$ cat config.mk
export PLATFORM = sky130hd
export DESIGN_NAME = ues_severity
export DESIGN_NICKNAME = d
export VERILOG_FILES = /design/src/logic/ues_pkg.sv /design/src/logic/ues_severity.sv
export SDC_FILE = /design/constraint.sdc
export NUM_CORES = 1
export LEC_CHECK = 0
export ABC_CLOCK_PERIOD_IN_PS = 5990
export BUFFER_PORTS_ARGS = -buffer_cell sky130_fd_sc_hd__buf_4
export CORE_ASPECT_RATIO = 0.75
export CORE_MARGIN = 3
export CORE_UTILIZATION = 45
export DETAILED_ROUTE_END_ITERATION = 10
export PLACE_DENSITY = 0.87
export SYNTH_ARGS = -nofsm -noshare
export SYNTH_HDL_FRONTEND = slang
export SYNTH_SLANG_ARGS = --single-unit
$ cat constraint.sdc
create_clock -name mclk -period 5.99 [get_ports mclk]
set_input_delay 1.797 -clock mclk [delete_from_list [all_inputs] [get_ports mclk]]
set_output_delay 1.797 -clock mclk [all_outputs]
set_load 0.02 [all_outputs]
$ cat src/logic/ues_pkg.sv
// Purpose: Constants and types for the uncorrectable error severity bank
// Assumes: APB with 32-bit data, one aligned word per register
// Notes: Severity bit positions match the error status bit positions
package ues_pkg;
    localparam logic [11:0] OFF_SEV = 12'h10c;
    localparam logic [11:0] OFF_IRQ_STATUS = 12'h200;
    localparam logic [11:0] OFF_IRQ_CLEAR = 12'h204;
    localparam logic [11:0] OFF_IRQ_ENABLE = 12'h208;
    localparam logic [11:0] OFF_ROUTE = 12'h20c;
    localparam int BIT_RESET_TIMEOUT = 21;
    localparam int BIT_UNSUPPORTED = 20;
    localparam int BIT_MALFORMED = 18;
    localparam int BIT_RX_OVERFLOW = 17;
    localparam int BIT_UNEXP_CPL = 16;
    localparam int BIT_CPL_ABORT = 15;
    localparam int BIT_CPL_TIMEOUT = 14;
    localparam int BIT_FLOW_CTRL = 13;
    localparam int BIT_POISONED = 12;
    localparam int BIT_SURPRISE_DOWN = 5;
    localparam int BIT_LINK_PROTO = 4;
    localparam int BIT_TRAINING = 0;
    // Writable bits, hub-link port and root port
    localparam logic [31:0] HUB_WMASK = 32'h0037f031;
    localparam logic [31:0] ROOT_WMASK = 32'h0017f031;
    // Power-on defaults
    localparam logic [31:0] HUB_RESET = 32'h00262011;
    localparam logic [31:0] ROOT_RESET = 32'h00062011;
    // Interrupt status bits
    localparam int IRQ_FATAL = 0;
    localparam int IRQ_NONFATAL = 1;
    localparam logic [1:0] IRQ_MASK = 2'h3;
    typedef struct packed {
        logic [31:0] fatal;
        logic [31:0] nonfatal;
    } ues_route_t;
endpackage : ues_pkg

$ cat src/logic/ues_severity.sv
// Purpose: Per-port severity register steering logged uncorrectable errors
// Assumes: APB slave; error events arrive as one-cycle pulses on err_log
// Notes: srst is the warm reset; por_rst alone restores severity defaults
// Behaviour
// RQ1: A logged error whose severity bit is one is routed as fatal.
// RQ2: A logged error whose severity bit is zero is routed as non-fatal.
// RQ3: Severity steers each logged error to the fatal or non-fatal first/next logs.
// RQ4: Only the hub-link port has reset time-out severity at bit 21, default one.
// RQ5: Unsupported request severity sits at bit 20, default zero.
// RQ6: Malformed packet severity sits at bit 18, default one.
// RQ7: Receiver overflow severity sits at bit 17, default one.
// RQ8: Unexpected completion severity sits at bit 16, default zero.
// RQ9: Completer abort severity sits at bit 15, default zero.
// RQ10: Completion time-out severity sits at bit 14, default zero.
// RQ11: Flow control error severity sits at bit 13, default one.
// RQ12: Poisoned packet severity sits at bit 12, default zero.
// RQ13: Surprise down severity sits at bit 5, default zero.
// RQ14: Link protocol error severity sits at bit 4, default one.
// RQ15: Software leaves training error severity at bit 0 alone.
// RQ16: The root-port variant uses the same offset and layout less bit 21.
// RQ17: Severity bits are sticky over warm reset; reserved bits read zero.
//
// Register access over APB was left to the implementer.
`timescale 1ns/1ps
`default_nettype none
module ues_severity #(
    parameter bit HUB_PORT = 1'b1
) (
    input wire logic mclk,
    input wire logic srst,
    input wire logic por_rst,
    input wire logic psel,
    input wire logic penable,
    input wire logic pwrite,
    input wire logic [11:0] paddr,
    input wire logic [31:0] pwdata,
    output logic [31:0] prdata,
    output logic pready,
    output logic pslverr,
    input wire logic [31:0] err_log,
    output var ues_pkg::ues_route_t route,
    output logic irq
);
    localparam logic [31:0] WMASK = HUB_PORT ? ues_pkg::HUB_WMASK : ues_pkg::ROOT_WMASK;
    localparam logic [31:0] RESET = HUB_PORT ? ues_pkg::HUB_RESET : ues_pkg::ROOT_RESET;

    logic [31:0] sev;
    logic [1:0] irq_status;
    logic [1:0] irq_enable;
    logic [31:0] events;
    logic acc;
    logic wr;
    logic mapped;
    logic [31:0] next_rdata;

    assign acc = psel & penable;
    assign wr = acc & pwrite;
    assign pready = 1'b1;
    // Reserved bits never reach the routing
    assign events = err_log & WMASK; // RQ17

    always_comb begin
        mapped = 1'b1;
        next_rdata = 32'h00000000;
        case (paddr)
            ues_pkg::OFF_SEV: next_rdata = sev; // RQ16
            ues_pkg::OFF_IRQ_STATUS: next_rdata = {30'h00000000, irq_status};
            ues_pkg::OFF_IRQ_CLEAR: next_rdata = 32'h00000000;
            ues_pkg::OFF_IRQ_ENABLE: next_rdata = {30'h00000000, irq_enable};
            ues_pkg::OFF_ROUTE: next_rdata = route.fatal;
            default: mapped = 1'b0;
        endcase
    end

    assign pslverr = acc & ~mapped;

    // Read data latched in the setup cycle; status changing in the access cycle shows next read
    always_ff @(posedge mclk) begin
        if (srst || por_rst) begin
            prdata <= 32'h00000000;
        end else if (psel && !penable) begin
            prdata <= next_rdata; // RQ16
        end
    end

    // Sticky store: warm reset leaves it alone
    always_ff @(posedge mclk) begin
        if (por_rst) begin
            sev <= RESET; // RQ4 RQ5 RQ6 RQ7 RQ8 RQ9 RQ10 RQ11 RQ12 RQ13 RQ14 RQ17
        end else if (wr && paddr == ues_pkg::OFF_SEV) begin
            sev <= pwdata & WMASK; // RQ16 RQ17
        end
    end

    // Routing registered so data outputs come from flip-flops
    always_ff @(posedge mclk) begin
        if (srst || por_rst) begin
            route <= '0;
        end else begin
            route.fatal <= events & sev; // RQ1 RQ3
            route.nonfatal <= events & ~sev; // RQ2 RQ3
        end
    end

    always_ff @(posedge mclk) begin
        if (srst || por_rst) begin
            irq_enable <= 2'h0;
        end else if (wr && paddr == ues_pkg::OFF_IRQ_ENABLE) begin
            irq_enable <= pwdata[1:0] & ues_pkg::IRQ_MASK;
        end
    end

    // Set wins over a same-cycle clear
    always_ff @(posedge mclk) begin
        if (srst || por_rst) begin
            irq_status <= 2'h0;
        end else begin
            irq_status <= (irq_status
                & ~((wr && paddr == ues_pkg::OFF_IRQ_CLEAR) ? pwdata[1:0] : 2'h0))
                | {|(events & ~sev), |(events & sev)};
        end
    end

    assign irq = |(irq_status & irq_enable);
endmodule // ues_severity
`default_nettype wire

==> results of run 1 <==
==> power by group <==
group / internal (mW) / switching (mW)
registers: 0.356 / 0.00227
logic: 0.0321 / 0.0670
clock network: 0.136 / 0.112
==> how the worst min path moves through the flow <==
stage | from | end | slack [ps]
finish | prdata[15] | prdata[15] | 460
global route | prdata[13] | prdata[13] | 500
CTS | prdata[15] | prdata[15] | 460
detailed placement | prdata[15] | prdata[15] | 440
global placement | prdata[17] | prdata[17] | 440
floorplan | sev[14] | route[14] | 440
==> sequential cells by signal, indices dropped and copies added (netlist names) <==
register,flops
irq_enable,2
irq_status,2
prdata,13
route,24
sev,12
==> cell type report <==
type                    instances  area, um2
clock buffers                   7      86.33
clock inverters                 1      30.03
fillers                       508       2320
inverters                       7      26.28
multi-input cells             223       1227
flip-flops and latches         53       1061
well taps                      75      93.84
repair buffers                 83      623.1
==> metal layers <==
layer | vias to the layer above | share of wire, %
li1 | 1075 | -
met1 | 1018 | 43
met2 | 99 | 47
met3 | 10 | 7.8
met4 | 0 | 1.6
met5 | - | 0
==> worst max-delay path: stages <==
cell and delay (ps):
buf_4 110, or4_4 560, nor3_1 320, o211ai_1 140, and3_1 200, buf_4 150
==> placed cells by master (no fill, tap or decap), drive strengths merged <==
cell type and instances:
bufinv 1, and2 1, dfxtp 53, or2 2
a21oi 7, a41o 1, a221oi 2, nand2b 10
o211ai 1, nor2 11, o21a 1, nand4 3
nand2 25, nor3 7, buf 83, o22ai 3
a31oi 1, o2bb2ai 2, conb 60, o2111ai 2
and3 21, or4 2, a22oi 14, nor4 5
mux2i 2, nor2b 3, clkbuf 7, nand3 8
o21ai 18, inv 7, mux2 1, or4bb 1
a22o 3, a211o 6
==> cell families after synthesis <==
logic type | synth area share, %
buf+inv | 20.28
compound gates | 15.85
other cells | 0.2891
simple gates | 21.53
mux | 1.204
flops | 40.85
==> impl_results.md, run 1 <==
* NumNets Final at 455
* Sink Count at 53
* Min-Delay Path Class: reg2reg
* Area leader, netlist: dfxtp_1
* Final hold slack at 462.7 ps
* Site row count at 23
* Ant. Diodes at 0
* Clock H-tree levels at 2
* Root Buffer: clkbuf_8
* Critical Path Start: paddr[5]
* Pwr Total at 0.7056 mW
* FF+latch count, synth at 53
* Final Routed Wirelength at 6.578 mm
* Area delta synth->final at 21.19%
* Max Clock Skew at 5.750 ps
* Met3 Use GR at 4.407%
* Chip Width at 93.73 um
* Placed Cells incl. Taps at 441
* Worst relative slew slack at 42.66%
* Arr. time, crit path at 3280 ps
* Outcome: finished, final reports clean
* Fin util at 57.57%
* Hold depth at 2
* FF-to-FF path depth at 4
* I/O pins at 181
* CTS Buf Count at 5
* Final std cells w/o fill at 449
* Final Hold Fails at 0
* Buffer count from post-CTS setup fixing at 0
* Cts repair resizes at 0
* Sequential area share after synthesis at 40.85%
* EDFF count, synth at 0
* Global-route wire length before repair at 9.901 mm
* Core area at 0.005468 mm2
* Max-slew violation count at 0
* Synth top area cells: dfxtp_1, buf_4, a22oi_1, and3_1, o21ai_0
* GPL Wtd Cong at 0.9576
* Clk slew on worst S/H paths at 90 ps
* Drt via density at 4.904
* Number of routed nets with antenna violations at 0
* Synth warnings at 0
* CP Capture Point: pslverr
* Synthesized cell area at 0.002597 mm2
* Peak VDD IR at 133.5 uV
* R2R Path Start: sev[17]
* Clock Tree Buf Depth at 2
* Netlist cell types at 38
* RSZ-0062 raised after global routing: false
* Pwr Density at 224.2 mW/mm2
* Die height at 71.80 um
* Count leader, synth: buf_4
* Setup TNS at 0 ps
* CP Data Required Time at 4190 ps
* Worst Slack Setup Final at 917.6 ps
* Fmax at 197.1 MHz
* Met2 usage at 30.45%
* Design Area, Final at 0.003148 mm2
* Synth Flop Type: dfxtp_1
* TritonCTS clock tree: yes
* Worst-Skew Late Latency at 300 ps
* Global Route Usage Sum at 18.83%
* R2R setup slack at 4670 ps
* Max Cap Violations at 0
* Drt drc at 0
* Antenna violations before repair at 0
* Synth Instances at 295
* Dpl hpwl at 5.328 mm
* Worst-Margin Slew at 858.3 ps
* First-pass iteration count of the detailed router at 4
* Drt wl/cell at 14.65 um
* Number of hold buffers added after CTS at 0
* Share of layout cells above drive strength 1 at 27.81%
* Setup Viol. Count Final at 0
* Async set-reset flop share out of synthesis at 0%
* Mean Syn Cell Area at 8.805 um2
* Die area at 0.006729 mm2
* Worst setup path class: in2out
* DR iter-0 viols at 211
* Post-DP Area at 0.003032 mm2
* Commonest cells in the synthesized netlist: buf_4, dfxtp_1, nand2_1
* Minimum clock period at 5072 ps
* Maximum number of pins on one net before global-route repair at 27
* Setup crit start kind: input port
* Reg2reg end: irq_status[0]
* Worst Setup End Kind: output port
* Leak at 1.501 nW
* Post-placement worst setup slack at 895.7 ps
* Number of port buffers at 81
* Starting Density at 47.51%
* Overflow left after global routing at 0
* Crit path max fanout at 4
* Final Cycle Share at 84.68%
* Global routing's busiest layer: met2
* Vias at 2202
* Yosys top cell area share at 40.85%
* Met1 usage at 25.77%
* Vias in the first global route at 2035
Note: power is estimated with default switching activity, not from simulation.
==> inputs of run 2 (changes only) <==
--- a/config.mk
+++ b/config.mk
@@ -5,13 +5,13 @@
 export SDC_FILE = /design/constraint.sdc
 export NUM_CORES = 1
 export LEC_CHECK = 0
-export ABC_CLOCK_PERIOD_IN_PS = 5990
+export ABC_CLOCK_PERIOD_IN_PS = 4450
 export BUFFER_PORTS_ARGS = -buffer_cell sky130_fd_sc_hd__buf_4
 export CORE_ASPECT_RATIO = 0.75
 export CORE_MARGIN = 3
-export CORE_UTILIZATION = 45
+export CORE_UTILIZATION = 37
 export DETAILED_ROUTE_END_ITERATION = 10
-export PLACE_DENSITY = 0.87
+export PLACE_DENSITY = 0.77
 export SYNTH_ARGS = -nofsm -noshare
 export SYNTH_HDL_FRONTEND = slang
 export SYNTH_SLANG_ARGS = --single-unit
==> constraint.sdc (replaced) <==
create_clock -name mclk -period 4.45 [get_ports mclk]
set_input_delay 1.335 -clock mclk [delete_from_list [all_inputs] [get_ports mclk]]
set_output_delay 1.335 -clock mclk [all_outputs]
set_load 0.02 [all_outputs]
==> impl_results.md, run 2 (synthesized netlist as in run 1, its figures left out) <==
* Maximum number of pins on one net before global-route repair at 27 (unchanged)
* Drt drc at 0 (unchanged)
* Die area at 0.008072 mm2 (+20%)
* Buffer count from post-CTS setup fixing at 0 (unchanged)
* Worst setup path class: in2out
* Internal at 0.6489 mW (+24%)
* Share of layout cells above drive strength 1 at 28.27% (+0.46 points)
* Number of port buffers at 81 (unchanged)
* DR iter-0 viols at 159 (-25%)
* Minimum clock period at 4184 ps
* Worst Setup End Kind: output port
* Area delta synth->final at 21.00%
* Reg with most FFs: route
* GPL Wtd Cong at 0.9367 (-2.2%)
* Combinational Power Share at 14.8% (+0.8 points)
* Site row count at 25 (+8.7%)
* Root Buffer: clkbuf_8
* Global-route wire length before repair at 9.984 mm (+0.84%)
* Vias in the first global route at 2023 (-0.59%)
* Dpl hpwl at 5.213 mm (-2.2%)
* Post-DP Area at 0.003047 mm2 (+0.50%)
* Max layer used: met4
* Worst-Skew Late Latency at 320 ps (+20 ps)
* Min-Delay Path Class: reg2reg
* Setup crit start kind: input port
* Chip Width at 102.8 um (+9.6%)
* Final hold slack at 465.3 ps (+2.612 ps)
* Setup TNS at 0 ps (unchanged)
* Arr. time, crit path at 2850 ps (-430 ps)
* Max Clock Skew at 10.26 ps (+4.512 ps)
* Setup Viol. Count Final at 0 (unchanged)
* Cts repair resizes at 0 (unchanged)
* NumNets Final at 456 (+0.22%)
* Seq pwr share at 53.6% (+2.8 points)
* Routed wl met2 at 3.080 mm (-1.1%)
* Pwr Density at 286.4 mW/mm2 (+28%)
* Leak at 1.499 nW (-0.12%)
* Antenna violations before repair at 0 (unchanged)
* Starting Density at 39.73% (-7.8 points)
* CP dominant cell by count: buf_4
* DR WL met3 at 627 um (+23%)
* Vias at 2173 (-1.3%)
* CTS Buf Count at 5 (unchanged)
* Core area at 0.006538 mm2 (+20%)
* Largest register FFs at 24 (unchanged)
* Crit path max fanout at 4 (unchanged)
* Number of hold buffers added after CTS at 0 (unchanged)
* Fmax at 239.0 MHz
* Clock Tree Buf Depth at 2 (unchanged)
* Drt wl/cell at 14.32 um (-2.3%)
* Most common cell after layout, fill and taps aside: buf_4
* Clk slew on worst S/H paths at 100 ps (about the same)
* Largest stage delay, worst path at 560 ps (about the same)
* Final Cycle Share at 94.01%
* Outcome: finished, final reports clean
* Final Hold Fails at 0 (unchanged)
* Hold depth at 2 (unchanged)
* TritonCTS clock tree: yes
* Sw Ratio at 27.91% (+2.3 points)
* Net switching power figure at 0.2513 mW (+39%)
* Metal-1 WL at 2.734 mm (-4.1%)
* Die height at 78.56 um (+9.4%)
* Ant. Diodes at 0 (unchanged)
* R2R setup slack at 3180 ps (-1490 ps)
* CP Data Required Time at 3120 ps (-1070 ps)
* Number of routed nets with antenna violations at 0 (unchanged)
* I/O pins at 181 (unchanged)
* # fillers at 631 (+24%)
* Max-slew violation count at 0 (unchanged)
* Biggest regs: route: 24 flops, prdata: 13 flops, sev: 12 flops
* Sink Count at 53 (unchanged)
* Most frequent cells in the layout: buf_4, conb_1, dfxtp_1
* Final Routed Wirelength at 6.530 mm (-0.73%)
* FF-to-FF path depth at 4 (unchanged)
* Crit-path slowest cell: or4_4
* Peak VDD IR at 130.6 uV (-2.1%)
* Max Cap Violations at 0 (unchanged)
* Fin util at 48.08% (-9.5 points)
* Clk pwr share at 31.6% (-3.6 points)
* Design Area, Final at 0.003143 mm2 (-0.16%)
* Worst relative slew slack at 34.41% (-8.2 points)
* Overflow left after global routing at 0 (unchanged)
* CP cell instances: buf_4, or4_4, nor3_1, o211ai_1, and3_1, buf_4
* Clock H-tree levels at 2 (unchanged)
* First-pass iteration count of the detailed router at 4 (unchanged)
* Drt via density at 4.765 (-2.8%)
* RSZ-0062 raised after global routing: false
* Worst-Margin Slew at 981.8 ps (+123.5 ps)
* Global Route Usage Sum at 16.06% (-2.8 points)
run 2: cell type report:
class                      instances  area, um2  area share [%]
clock buffer                       6      82.58           2.627
timing repair buffer              84      630.6           20.06
sequential                        53       1061           33.76
multi-input combinational        223       1227           39.05
clock inverter                     2      13.76          0.4379
inverter                           7      26.28          0.8360
tap                               81      101.3           3.225
run 2: final timing paths:
check	start	endpoint
setup / recovery	paddr[5]	pslverr
setup reg to reg	sev[13]	irq_status[0]
hold reg to reg	prdata[18]	prdata[18]
hold / removal	prdata[18]	prdata[18]
run 2: worst max-delay path: cells and delay by family:
kind | cells | cell delay (ps)
AND/OR/NAND/NOR | 3 | 1100
buffers and inverters | 2 | 260
AO/OA/AOI/OAI | 1 | 150
run 2: through the flow:
| step | setup slack, ps | std cells | power, mW |
|---|---|---|---|
| 2_1_floorplan | 640.7 | 353 | 0.6127 |
| 3_3_place_gp | 300.1 | 448 | 0.6242 |
| 3_5_place_dp | 287.5 | 448 | 0.6253 |
| 4_1_cts | 288.3 | 456 | 0.9066 |
| 5_1_grt | 254.4 | 456 | 0.9397 |
| 6_report | 266.5 | 456 | 0.9002 |
run 2: power by group through the flow:
stage	clock, mW	sequential (mW)	combinational, mW
after CTS	0.292	0.482	0.132
after detailed placement	0	0.493	0.132
after floorplan	0	0.498	0.114
after global routing	0.312	0.483	0.145
after global placement	0	0.493	0.131
final	0.284	0.482	0.134
run 2: per-layer routing:
layer | vias to the layer above | track usage (%)
li1 | 1074 | -
met2 | 89 | 25.58
met1 | 1003 | 20.51
met5 | - | 0
met4 | 0 | 4.140
met3 | 7 | 5.861
